<file path="src/hdl/cdiv_defs.vh">
// Purpose: shared constants for the 2/4/8 clock divider
// Assumes: one system clock; the divided input clock is a sampled pin
// Notes: definitions only
`ifndef CDIV_DEFS_VH
`define CDIV_DEFS_VH
`define CDIV_STAGES 3
`define CDIV_CNT_RESET 3'h0
`define CDIV_SYNC_RESET 2'h0
`define CDIV_ARM_CLK_HIGH 2'h1
`define CDIV_ARM_CLK_LOW 2'h2
`define CDIV_ARM_IDLE 2'h0
`define CDIV_ARM_ONE 2'h1
`endif

</file>
<file path="src/hdl/cdiv_sync.v">
// Purpose: two flip-flop synchroniser for a bundle of pin inputs
// Assumes: inputs are asynchronous to SYS_CLK
// Notes: first stage is read only by the second stage
`timescale 1ns/1ps
`default_nettype none
`include "cdiv_defs.vh"
module cdiv_sync #(
    parameter WIDTH = 3
) (
    input wire clk,
    input wire rstn,
    input wire [WIDTH-1:0] din,
    output reg [WIDTH-1:0] dout
);
    reg [WIDTH-1:0] meta_reg;

    always @(posedge clk)
    begin
        if (!rstn)
        begin
            meta_reg <= {WIDTH{1'b0}};
            dout <= {WIDTH{1'b0}};
        end
        else
        begin
            meta_reg <= din;
            dout <= meta_reg;
        end
    end
endmodule // cdiv_sync
`default_nettype wire

</file>
<file path="src/hdl/cdiv_top.v">
// Purpose: divide-by-2/4/8 chain driven by a sampled input clock
// Assumes: input clock, freeze and reset pins are asynchronous; SYS_CLK much faster
// Notes: input clock edges are detected on synchronised samples
// Notes: CLK_IN high and low phases must each span at least three SYS_CLK cycles
// Notes: outputs follow a counted CLK_IN rise by three SYS_CLK edges
//
// Contract
// - reset released with clock high: outputs start after second rising edge.
// - reset released with clock low: outputs start after third rising edge.
// - freeze high stalls dividers at next falling input clock edge.
// - while stalled, all divider bits and outputs hold their state.
// - freeze low resumes counting at next falling edge, from held count.
// - freeze sampled by flop on falling input clock edge only.
// - reset high holds all divider bits in reset state.
`timescale 1ns/1ps
`default_nettype none
`include "cdiv_defs.vh"
module cdiv_top #(
    parameter STAGES = `CDIV_STAGES
) (
    // system
    input wire SYS_CLK,
    input wire RSTN,
    // pins from the clock source and control logic
    input wire CLK_IN,
    input wire FREEZE,
    input wire DIVIDER_RESET,
    // divided outputs
    output reg HALF_RATE_OUT,
    output reg QUARTER_RATE_OUT,
    output reg EIGHTH_RATE_OUT
);
    // ---------------------------------------------------------------
    // input synchronisation
    // ---------------------------------------------------------------
    wire [2:0] pins_sync;
    cdiv_sync #(
        .WIDTH(3)
    ) u_sync (
        .clk(SYS_CLK),
        .rstn(RSTN),
        .din({DIVIDER_RESET, FREEZE, CLK_IN}),
        .dout(pins_sync)
    );
    // ---------------------------------------------------------------
    // synchronised pin views
    // ---------------------------------------------------------------
    wire clk_s = pins_sync[0];
    wire freeze_s = pins_sync[1];
    wire dreset_s = pins_sync[2];

    // ---------------------------------------------------------------
    // helper functions
    // ---------------------------------------------------------------
    // level change between two samples in the wanted direction
    function edge_of;
        input now_level;
        input was_level;
        input want_high;
        begin
            if (want_high)
                edge_of = now_level & ~was_level;
            else
                edge_of = ~now_level & was_level;
        end
    endfunction

    // rising edges to swallow, judged on the clock level at release
    function [1:0] arm_load;
        input level_high;
        begin
            if (level_high)
                arm_load = `CDIV_ARM_CLK_HIGH;
            else
                arm_load = `CDIV_ARM_CLK_LOW;
        end
    endfunction

    // one swallowed rise per detected edge, never below idle
    function [1:0] arm_step;
        input [1:0] arm;
        input edge_seen;
        begin
            if (edge_seen && arm != `CDIV_ARM_IDLE)
                arm_step = arm - `CDIV_ARM_ONE;
            else
                arm_step = arm;
        end
    endfunction

    // ---------------------------------------------------------------
    // edge detection on the synchronised pins
    // ---------------------------------------------------------------
    reg clk_d_reg;
    reg dreset_d_reg;
    wire rise = edge_of(clk_s, clk_d_reg, 1'b1);
    wire fall = edge_of(clk_s, clk_d_reg, 1'b0);
    wire release_ev = edge_of(dreset_s, dreset_d_reg, 1'b0);

    always @(posedge SYS_CLK)
    begin
        if (!RSTN)
        begin
            clk_d_reg <= 1'b0;
            dreset_d_reg <= 1'b0;
        end
        else
        begin
            clk_d_reg <= clk_s;
            dreset_d_reg <= dreset_s;
        end
    end

    // ---------------------------------------------------------------
    // start-up gate after divider reset release
    // ---------------------------------------------------------------
    reg [1:0] arm_reg;
    reg [1:0] arm_next;

    // a rise seen in the release cycle is one of the swallowed edges
    always @*
    begin
        arm_next = arm_reg;
        if (dreset_s)
            arm_next = `CDIV_ARM_IDLE;
        else if (release_ev)
            arm_next = arm_step(arm_load(clk_s), rise);
        else
            arm_next = arm_step(arm_reg, rise);
    end

    always @(posedge SYS_CLK)
    begin
        if (!RSTN)
            arm_reg <= `CDIV_ARM_IDLE;
        else
            arm_reg <= arm_next;
    end

    // ---------------------------------------------------------------
    // freeze flop, loaded on falling input clock edges, cleared while divider reset is high
    // ---------------------------------------------------------------
    reg stall_reg;
    reg stall_next;

    always @*
    begin
        stall_next = stall_reg;
        if (dreset_s)
            stall_next = 1'b0;
        else if (fall)
            stall_next = freeze_s;
    end

    always @(posedge SYS_CLK)
    begin
        if (!RSTN)
            stall_reg <= 1'b0;
        else
            stall_reg <= stall_next;
    end

    // ---------------------------------------------------------------
    // divider chain: one toggle stage per output, common enable
    // ---------------------------------------------------------------
    localparam [STAGES-1:0] CNT_INIT = `CDIV_CNT_RESET;

    reg [STAGES-1:0] cnt_reg;
    wire [STAGES-1:0] cnt_next;
    wire [STAGES:0] carry;
    // counted rise: not stalled, not swallowed, not in the release cycle
    wire count_en;

    assign count_en = rise & ~stall_reg & ~release_ev & (arm_reg == `CDIV_ARM_IDLE);
    assign carry[0] = count_en;

    genvar g;
    generate
        for (g = 0; g < STAGES; g = g + 1)
        begin : g_stage
            // a stage toggles on a counted rise when every lower stage is high, else holds
            assign carry[g+1] = carry[g] & cnt_reg[g];
            assign cnt_next[g] = dreset_s ? CNT_INIT[g] : (cnt_reg[g] ^ carry[g]);
        end
    endgenerate

    always @(posedge SYS_CLK)
    begin
        if (!RSTN)
            cnt_reg <= CNT_INIT;
        else
            cnt_reg <= cnt_next;
    end

    // ---------------------------------------------------------------
    // registered outputs
    // ---------------------------------------------------------------
    // outputs mirror the divider bits, so common edges coincide
    always @(posedge SYS_CLK)
    begin
        if (!RSTN)
        begin
            HALF_RATE_OUT <= 1'b0;
            QUARTER_RATE_OUT <= 1'b0;
            EIGHTH_RATE_OUT <= 1'b0;
        end
        else
        begin
            HALF_RATE_OUT <= cnt_next[0];
            QUARTER_RATE_OUT <= cnt_next[1];
            EIGHTH_RATE_OUT <= cnt_next[2];
        end
    end
endmodule // cdiv_top
`default_nettype wire

</file>
<file path="config.mk">
export PLATFORM = sky130hd
export DESIGN_NAME = cdiv_top
export DESIGN_NICKNAME = d
export VERILOG_FILES = /design/src/hdl/cdiv_sync.v /design/src/hdl/cdiv_top.v
export VERILOG_INCLUDE_DIRS = /design/src /design/src/hdl
export SDC_FILE = /design/constraint.sdc
export NUM_CORES = 1
export LEC_CHECK = 0
export BUFFER_PORTS_ARGS = -buffer_cell sky130_fd_sc_hd__buf_2
export CAP_MARGIN = 20
export CORE_AREA = 4 4 41 43
export DETAILED_ROUTE_END_ITERATION = 6
export DIE_AREA = 0 0 45 47
export PLACE_DENSITY = 0.54
export SLEW_MARGIN = 10
export SYNTH_ARGS = -nofsm -noshare
export SYNTH_HDL_FRONTEND = slang
export SYNTH_SLANG_ARGS = --single-unit
</file>
<file path="constraint.sdc">
create_clock -name SYS_CLK -period 3.3 [get_ports SYS_CLK]
set_clock_uncertainty 0.05 [all_clocks]
set_input_delay 0.33 -clock SYS_CLK [delete_from_list [all_inputs] [get_ports SYS_CLK]]
set_output_delay 0.33 -clock SYS_CLK [all_outputs]
set_load 0.05 [all_outputs]
</file>
==> results of run 1 <==
## routing by layer
metal / track usage (%) / up-vias / part of all wire [%]
met4: 5.26 / 0 / 0.87
met5: 0 / - / 0
met1: 9.72 / 148 / 46
li1: - / 180 / -
met2: 13.0 / 10 / 45
met3: 2.30 / 2 / 7.8
## cells by family (layout without fill, tap and decap cells)
kind of cell             count (synthesis)  after routing
multiplexers                             1              1
XOR/XNOR                                 1              1
flip-flops                              14             14
AO/OA/AOI/OAI                            3              3
adder cells (fa/ha/maj)                  3              3
buffers and inverters                    4             14
AND/OR/NAND/NOR                         23             23
## final cells by class
| type | count | area [um2] | area share [%] |
|---|---|---|---|
| clock buffer | 3 | 22.5 | 3.81 |
| tap | 15 | 18.8 | 3.18 |
| sequential | 14 | 280 | 47.5 |
| timing repair buffer | 7 | 35.0 | 5.93 |
| inverter | 4 | 15.0 | 2.54 |
| multi-input combinational | 31 | 219 | 37.1 |
## cell usage in the layout (no fill, tap or decap)
cell type	count
a21o_1	1
nor2_1	7
ha_1	3
inv_1	4
and2_2	1
or4bb_1	1
a221oi_1	1
buf_2	7
mux2i_1	1
clkbuf_4	3
nand3b_1	1
nand3_1	1
and2_1	7
or3_1	1
xnor2_1	1
or3b_1	1
and2b_2	2
a31oi_1	1
dfxtp_1	14
nand2b_1	1
## critical path, delay by kind of cell (launching register included)
kind	cells	cell delay (ns)
buffers and inverters	1	0.05
XOR/XNOR	1	0.11
adder cells (fa/ha/maj)	3	0.47
AND/OR/NAND/NOR	3	0.54
flip-flops	1	0.32
## power groups by stage
stage / logic [uW] / registers (uW) / clock network (uW)
floorplan: 9.31 / 183 / 0
global placement: 17.4 / 181 / 0
detailed placement: 17.3 / 181 / 0
CTS: 17.5 / 177 / 95.7
global route: 19.6 / 177 / 105
finish: 17.0 / 177 / 89.9
## how the worst min path moves through the flow
stage               cells after the start            endpoint  slack [ns]
global placement                        1      u_sync.dout[0]        0.36
global route                            2  u_sync.meta_reg[2]        0.21
floorplan                               1      u_sync.dout[0]        0.36
CTS                                     2  u_sync.meta_reg[2]        0.20
detailed placement                      1      u_sync.dout[1]        0.37
finish                                  2  u_sync.meta_reg[2]        0.21
## metrics by stage
step	hold slack, ns	std cells	power [uW]	setup slack [ns]	area, um2
finish	0.212	74	284	1.65	591
global route	0.207	74	302	1.51	591
CTS	0.204	74	290	1.63	591
detailed placement	0.370	71	198	1.64	568
global placement	0.364	71	198	1.65	568
floorplan	0.362	49	192	1.72	514
==> implementation parameters, run 1 <==
Parameter                              Value

Cells and area
  Layout cells sized above 1    22.0%
  Nets    69
  Fillcell total    140
  Antenna diodes    0
  Final Util    45.4%
  Area grow syn2layout    14.8%

Die
  Die area    2120 um2
  Initial standard-cell utilization of the core    39.5%
  Total number of placement rows    13
  Top-level I/O count    8
  Die outline height    47 um
  Floorplan core area    1300 um2
  Horiz. Die Dim    45 um

Yosys
  Most used standard cell by instance count after synthesis    dfxtp_1
  Top cells by count, synth    14 x dfxtp_1, 7 x and2_1, 7 x nor2_1
  Leading post-synthesis cells by cell area    dfxtp_1 55%, and2_1 8.5%, ha_1 7.3%
  Mux share of post-synthesis cell area    1.95%
  Synthesized instance count    49
  Dominant combinational cell family by area after synthesis    simple AND/OR/NAND/NOR gates
  Proportion of synthesized chip area in sequential cells    54.5%
  Post-Synth Adder-Cell Area    7.30%
  Number of flip-flops and latches in the synthesized netlist    14
  Area share of the leading cell type in the synthesized netlist    54.5%
  Parity-gate share of the synthesized area counting xor and xnor cells    1.70%
  Syn nets    57
  Synth warnings    0
  Main synth FF type    dfxtp_1
  Number of different library cells in the post-synthesis netlist    18
  Complex-gate fraction of the synthesized area    4.38%
  Post-synthesis share of cell area spent on and, or, nand and nor gates    27.3%
  Fraction of registers with async set/reset    0%
  Library cell with the largest summed area after synthesis    dfxtp_1
  Number of flops mapped to enable cells by yosys    0
  Cell area after technology mapping    514 um2
  Avg Synthesized Cell Area    10.5 um2

Detailed routing
  Count of nets left with antenna violations after detail routing    0
  Total iterations of the first detailed-routing run    4
  Number of DRC violations after detailed routing    0
  Average detailed-routed wire length per instance    9.35 um
  Vias per std cell    4.59
  DRT iter0 DRCs    3
  Number of vias in the routed layout    340
  Final routed wirelength across all metal layers    692 um

CTS
  CTS Root Buffer Type    clkbuf_4
  Post-CTS setup buffers    0
  Sink count of the clock tree    14
  Clock buffers created by TritonCTS    3
  Number of buffers inserted for hold repair after clock tree synthesis    0
  Clock-pin slew on the worst setup and hold paths    0.08 ns
  Clock tree from TritonCTS    done
  Max Root-Sink Buffers    2
  Clock latency on the worst-skew pair    0.27 ns
  Number of H-tree levels    1
  Number of gates resized after cts    0

STA
  Worst-margin pin slew    0.256 ns
  Clock period minus final worst setup slack    1.65 ns
  Setup repair after global routing missed its margin    no
  Headroom to the max-slew limit    82.9%
  Achievable frequency    0.606 GHz
  Pins Over Slew Limit    0
  Final Cycle Share    50.0%
  Setup-failing EPs final    0
  Final hold viol count    0
  Setup tns final    0 ns

Power and ir drop
  Reported leakage power    0.000267 uW
  Maximum ir drop on the vdd rail    0.000177 V
  Portion of total power attributed to sequential cells    62.3%
  Switching fraction of total power    20.9%
  Clock network fraction of total power    31.7%
  Internal power of the cells    224 uW
  Power per standard cell area    480 nW/um2
  Switching power total    59.1 uW
  Comb pwr share    6.0%

Critical path
  Crit path arrival time    1.76 ns
  Launching point of the worst reg2reg path    arm_reg[0]
  Reg-to-reg slack, setup    1.65 ns
  Worst reg2reg endpoint    cnt_reg[2]
  Data required time of the worst path    3.41 ns
  Nature of the critical path endpoint    flip-flop
  Critical path fanouts, max    3
  Sequence of cells on the critical path    inv_1 -> ha_1 -> or4bb_1 -> nor2_1 -> ha_1 -> ha_1 -> xnor2_1 -> nor2_1
  Critical Path End    cnt_reg[2]
  Depth of the worst register-to-register path    8
  Startpoint type of the worst setup path    flip-flop
  Highest cell delay on the worst timing path    0.39 ns
  Crit path top cell by count    ha_1
  Crit path launch    arm_reg[0]
  Worst path slowest cell    or4bb_1
  Worst setup path class    flip-flop to flip-flop

Global route
  Via count of the first global-routing pass    298
  Number of antenna violations at the first check in global routing    0
  GRT Total Usage    8.19%
  Overall overflow remaining after global route    0
  Largest net degree at the start of global routing    10
  Wire length of the first global-routing pass    1210 um

Place
  Routability Congestion    0.651
  Count of port buffers added during placement    7
  Sum of net half-perimeters after detailed placement    528 um

Status
  Outcome    completed

Min path
  Worst hold path type    input port to flip-flop
  Worst hold path startpoint    DIVIDER_RESET

Job
  Maximum Capacitance Violations    0
No activity file was read; power rests on OpenSTA's default activity.
==> inputs of run 2 (changes only) <==
Settings changed: ABC_AREA set to 1, PLACE_DENSITY 0.54 to 0.58.
Clock period 3.3 ns to 1.56 ns, I/O delays scaled along.
==> run 2 against run 1 <==
- total power is 140% higher
- sequential share of layout area is 6.4 points lower
- routed wire length is 27% higher
- critical path depth stayed put
- global-route usage is 2.7 points higher
- via count is 27% higher
==> implementation parameters, run 2 <==
Parameter                              Value

CTS
  Clock buffers created by TritonCTS    3
  Number of H-tree levels    1
  Clock latency on the worst-skew pair    0.27 ns
  Max Root-Sink Buffers    2
  Clock-pin slew on the worst setup and hold paths    0.08 ns
  Clock tree from TritonCTS    done
  Post-CTS setup buffers    0
  Sink count of the clock tree    14
  CTS Root Buffer Type    clkbuf_4

Global route
  GRT Total Usage    10.9%
  Largest net degree at the start of global routing    10
  Overall overflow remaining after global route    0
  Via count of the first global-routing pass    386
  Number of antenna violations at the first check in global routing    0
  Wire length of the first global-routing pass    1590 um

Critical path
  Crit path arrival time    1.57 ns
  Worst setup path class    flip-flop to flip-flop
  Startpoint type of the worst setup path    flip-flop
  Critical path fanouts, max    3
  Nature of the critical path endpoint    flip-flop
  Data required time of the worst path    1.69 ns

STA
  Final worst-path setup slack    0.120 ns
  Clock period minus final worst setup slack    1.44 ns
  Setup-failing EPs final    0
  Achievable frequency    0.695 GHz
  Worst-margin pin slew    0.248 ns
  Final Hold Slack    0.0108 ns
  Final hold viol count    0
  Pins Over Slew Limit    0
  Headroom to the max-slew limit    83.6%
  Final Cycle Share    92.3%

Cells and area
  Final standard cell area without fillers    683 um2
  Area grow syn2layout    20.3%
  Antenna diodes    0
  Nets    98
  Layout cells sized above 1    21.3%
  Fillcell total    134
  Most common cell after layout, fill and taps aside    nand2_1
  Top library cells by usage in the layout, fill and taps aside    18 x nand2_1, 17 x inv_1, 14 x dfxtp_1

Detailed routing
  Number of vias in the routed layout    432
  Final routed wirelength across all metal layers    878 um
  Vias per std cell    4.15
  Count of nets left with antenna violations after detail routing    0
  Total iterations of the first detailed-routing run    3
  Number of DRC violations after detailed routing    0
  DRT iter0 DRCs    6
  Average detailed-routed wire length per instance    8.44 um

Yosys
  Library cell with the largest summed area after synthesis    dfxtp_1
  Number of flops mapped to enable cells by yosys    0
  Proportion of synthesized chip area in sequential cells    49.3%
  Area share of the leading cell type in the synthesized netlist    49.3%
  Avg Synthesized Cell Area    7.47 um2
  Syn nets    84
  Main synth FF type    dfxtp_1
  Number of flip-flops and latches in the synthesized netlist    14
  Most used standard cell by instance count after synthesis    nand2_1
  Number of different library cells in the post-synthesis netlist    13
  Synth warnings    0
  Synthesized instance count    76
  Top cells by count, synth    18 x nand2_1, 17 x inv_1, 14 x dfxtp_1
  Leading post-synthesis cells by cell area    dfxtp_1 49%, nand2_1 12%, inv_1 11%
  Fraction of registers with async set/reset    0%
  Cell area after technology mapping    568 um2

Place
  Sum of net half-perimeters after detailed placement    606 um
  DP Area    622 um2
  Routability Congestion    0.654
  Count of port buffers added during placement    7
  Setup slack after placement    0.138 ns

Die
  Horiz. Die Dim    45 um
  Total number of placement rows    13
  Initial standard-cell utilization of the core    43.7%
  Top-level I/O count    8
  Die area    2120 um2
  Die outline height    47 um
  Floorplan core area    1300 um2

Power and ir drop
  Reported leakage power    0.000411 uW
  Final Power    689 uW
  Maximum ir drop on the vdd rail    0.000552 V
  Power per standard cell area    1010 nW/um2

Job
  Maximum Capacitance Violations    0

Min path
  Worst hold path type    input port to flip-flop

Status
  Outcome    completed
## run 2: what timing repair did
action,in CTS,in global routing
hold endpoints to repair,2,0
hold buffers,2,0
gates resized for setup,0,1
endpoints found under the setup margin,0,2
## run 2: per-layer routing
layer,share of wire (%),up-vias,global-route usage (%)
met5,0,-,0
met4,1.6,0,7.02
met3,3.6,2,4.60
met2,46,5,16.1
met1,49,178,12.9
li1,-,247,-
## run 2: per-stage QoR
step           std cells  setup TNS (ns)  utilization, %
5_1_grt              104        -0.00123            52.5
2_1_floorplan         76               0               -
3_5_place_dp          98               0            47.8
4_1_cts              104               0            52.1
6_report             104               0            52.5
3_3_place_gp          98               0            47.8
## run 2: worst paths after layout
check                       endpoint  slack [ns]               start  cells past startpoint
setup / recovery          cnt_reg[2]        0.12          arm_reg[0]                      8
hold / removal    u_sync.meta_reg[1]        0.01              FREEZE                      3
setup reg to reg          cnt_reg[2]        0.12          arm_reg[0]                      8
hold reg to reg       u_sync.dout[0]        0.37  u_sync.meta_reg[0]                      2
## run 2: power breakdown
group / internal, uW / total, uW / switching [uW]
Sequential: 370 / 375 / 5.21
Clock: 142 / 258 / 116
Combinational: 22.7 / 56.4 / 33.7
## run 2: area by class of cell
type	count	area (um2)	share of cell area [%]
clock buffer	4	36.3	5.31
sequential	14	280	41.0
inverter	20	75.1	11.0
tap	15	18.8	2.75
multi-input combinational	41	210	30.8
timing repair buffer	10	62.6	9.16
## run 2: cell families after synthesis
family / Yosys count / share of synthesized area (%)
AO/OA/AOI/OAI: 1 / 0.880
XOR/XNOR: 1 / 1.54
adder cells (fa/ha/maj): 3 / 6.61
buffers and inverters: 21 / 14.5
flip-flops: 14 / 49.3
AND/OR/NAND/NOR: 36 / 27.1
## run 2: critical path, cell delays in order (launching register included)
cell	delay (ns)
dfxtp_1	0.31
inv_1	0.06
ha_1	0.21
nand3_1	0.11
nor3_2	0.05
ha_1	0.18
ha_1	0.18
xnor2_1	0.15
nor2_1	0.05
==> inputs of run 3 (changes only) <==
Settings changed: BUFFER_PORTS_ARGS -buffer_cell sky130_fd_sc_hd__buf_2 to not set, DONT_BUFFER_PORTS set to 1, PLACE_DENSITY 0.58 to not set.
==> run 3 against run 2 <==
- cell count down 1.9%
- design area increased by 1.5%
- worst setup slack worse by 0.023 ns
- clock power shrank 2%
- maximum frequency shrank 1.6%
- first-iteration DRC count decreased by 50%
- sequential power is essentially flat
- via count up 0.93%
- routed wire length is 0.11% lower
- critical path type unchanged
==> implementation parameters, run 3 (same netlist as run 2, synthesis figures left out) <==
Parameter                              Value

Status
  Outcome    completed

STA
  Worst-margin pin slew    0.293 ns
  Headroom to the max-slew limit    80.4%
  Setup-failing EPs final    0
  Setup tns final    0 ns
  Pins Over Slew Limit    0
  Achievable frequency    0.684 GHz
  Final hold viol count    0
  Final Cycle Share    93.7%
  Clock period minus final worst setup slack    1.46 ns

Min path
  Worst hold path type    flip-flop to flip-flop

Cells and area
  Top library cells by usage in the layout, fill and taps aside    18 x nand2_1, 17 x inv_1, 14 x dfxtp_1
  Layout cells sized above 1    18.4%
  Count of placed standard cells in the final layout, fillers left out    102
  Area grow syn2layout    22.0%
  Final Util    53.3%
  Most common cell after layout, fill and taps aside    nand2_1
  Fillcell total    138
  Nets    96
  Antenna diodes    0

Power and ir drop
  Maximum ir drop on the vdd rail    0.000470 V
  Power per standard cell area    988 nW/um2
  Reported leakage power    0.000401 uW

Critical path
  Worst path buffer plus inverter count    1
  Worst path slowest cell    dfxtp_1
  Worst setup path class    flip-flop to flip-flop
  Highest cell delay on the worst timing path    0.31 ns
  Crit path top cell by count    ha_1
  Data required time of the worst path    1.68 ns
  Critical path fanouts, max    3
  Crit path arrival time    1.58 ns
  Startpoint type of the worst setup path    flip-flop
  Nature of the critical path endpoint    flip-flop
  Sequence of cells on the critical path    inv_1 -> ha_2 -> nand3_1 -> nor3_2 -> ha_1 -> ha_1 -> xnor2_1 -> nor2_1
  Cell type group with the largest total delay on the critical path    adder cells

Global route
  Overall overflow remaining after global route    0
  Via count of the first global-routing pass    389
  Number of antenna violations at the first check in global routing    0
  GRT Total Usage    10.4%
  Wire length of the first global-routing pass    1520 um
  Largest net degree at the start of global routing    10

CTS
  Clock buffers created by TritonCTS    3
  Clock tree from TritonCTS    done
  Sink count of the clock tree    14
  Clock-pin slew on the worst setup and hold paths    0.08 ns
  Max Root-Sink Buffers    2
  CTS Root Buffer Type    clkbuf_4
  Number of H-tree levels    1
  Clock latency on the worst-skew pair    0.27 ns
  Post-CTS setup buffers    0

Die
  Horiz. Die Dim    45 um
  Die outline height    47 um
  Total number of placement rows    13
  Top-level I/O count    8
  Die area    2120 um2
  Floorplan core area    1300 um2
  Initial standard-cell utilization of the core    43.7%

Place
  Routability Congestion    0.658
  Count of port buffers added during placement    0
  Instance count after placement with tap cells included    94
  Sum of net half-perimeters after detailed placement    612 um

Detailed routing
  Vias per std cell    4.27
  Final routed wirelength across all metal layers    877 um
  Average detailed-routed wire length per instance    8.60 um
  Total iterations of the first detailed-routing run    4
  Count of nets left with antenna violations after detail routing    0
  DRT iter0 DRCs    3
  Number of vias in the routed layout    436
  Number of DRC violations after detailed routing    0

Job
  Maximum Capacitance Violations    0
==> run 3: cell type report <==
| cell class | instances | area, um2 | area share, % |
|---|---|---|---|
| tap | 15 | 18.8 | 2.71 |
| sequential | 14 | 280 | 40.4 |
| inverter | 20 | 75.1 | 10.8 |
| multi-input combinational | 41 | 213 | 30.7 |
| clock buffer | 4 | 36.3 | 5.23 |
| timing repair buffer | 8 | 70.1 | 10.1 |
==> run 3: metal layers <==
layer  routed length (um)  GRT usage, %  vias to the layer above
met5                    0             0                        -
met4                   13          7.02                        0
met3                   38          4.60                        2
met2                  404          16.1                        9
met1                  420          11.5                      180
li1                     -             -                      245
==> run 3: where the power goes <==
group | internal (uW) | switching (uW)
clock | 142 | 111
combinational | 23.6 | 33.1
sequential | 370 | 5.47
==> run 3: worst reg2reg max path, delay by kind of cell (launching register included) <==
family	cells	cell delay [ns]
simple gates	3	0.28
xor+xnor	1	0.12
buf+inv	1	0.09
flops	1	0.31
fa+ha+maj	3	0.52
==> run 3: repair_timing <==
item	4_1_cts	5_1_grt
setup endpoints to repair	0	2
resized for setup	0	2
hold buffers	4	0
hold endpoints to repair	10	0
==> run 3: final timing paths <==
path,depth (start not counted),start,endpoint,slack [ns]
setup / recovery,8,arm_reg[0],cnt_reg[2],0.1
hold / removal,2,u_sync.meta_reg[1],u_sync.dout[1],0.37
setup reg to reg,8,arm_reg[0],cnt_reg[2],0.1
hold reg to reg,2,u_sync.meta_reg[1],u_sync.dout[1],0.37
==> run 3: through the flow <==
stage / hold slack [ns] / power, uW / instance area, um2 / worst slack [ns]
3_5_place_dp: 0.205 / 429 / 609 / 0.113
3_3_place_gp: 0.202 / 428 / 609 / 0.123
5_1_grt: 0.387 / 735 / 693 / -0.00631
6_report: 0.367 / 685 / 693 / 0.0976
2_1_floorplan: 0.204 / 423 / 568 / 0.209
4_1_cts: 0.371 / 698 / 686 / 0.0838
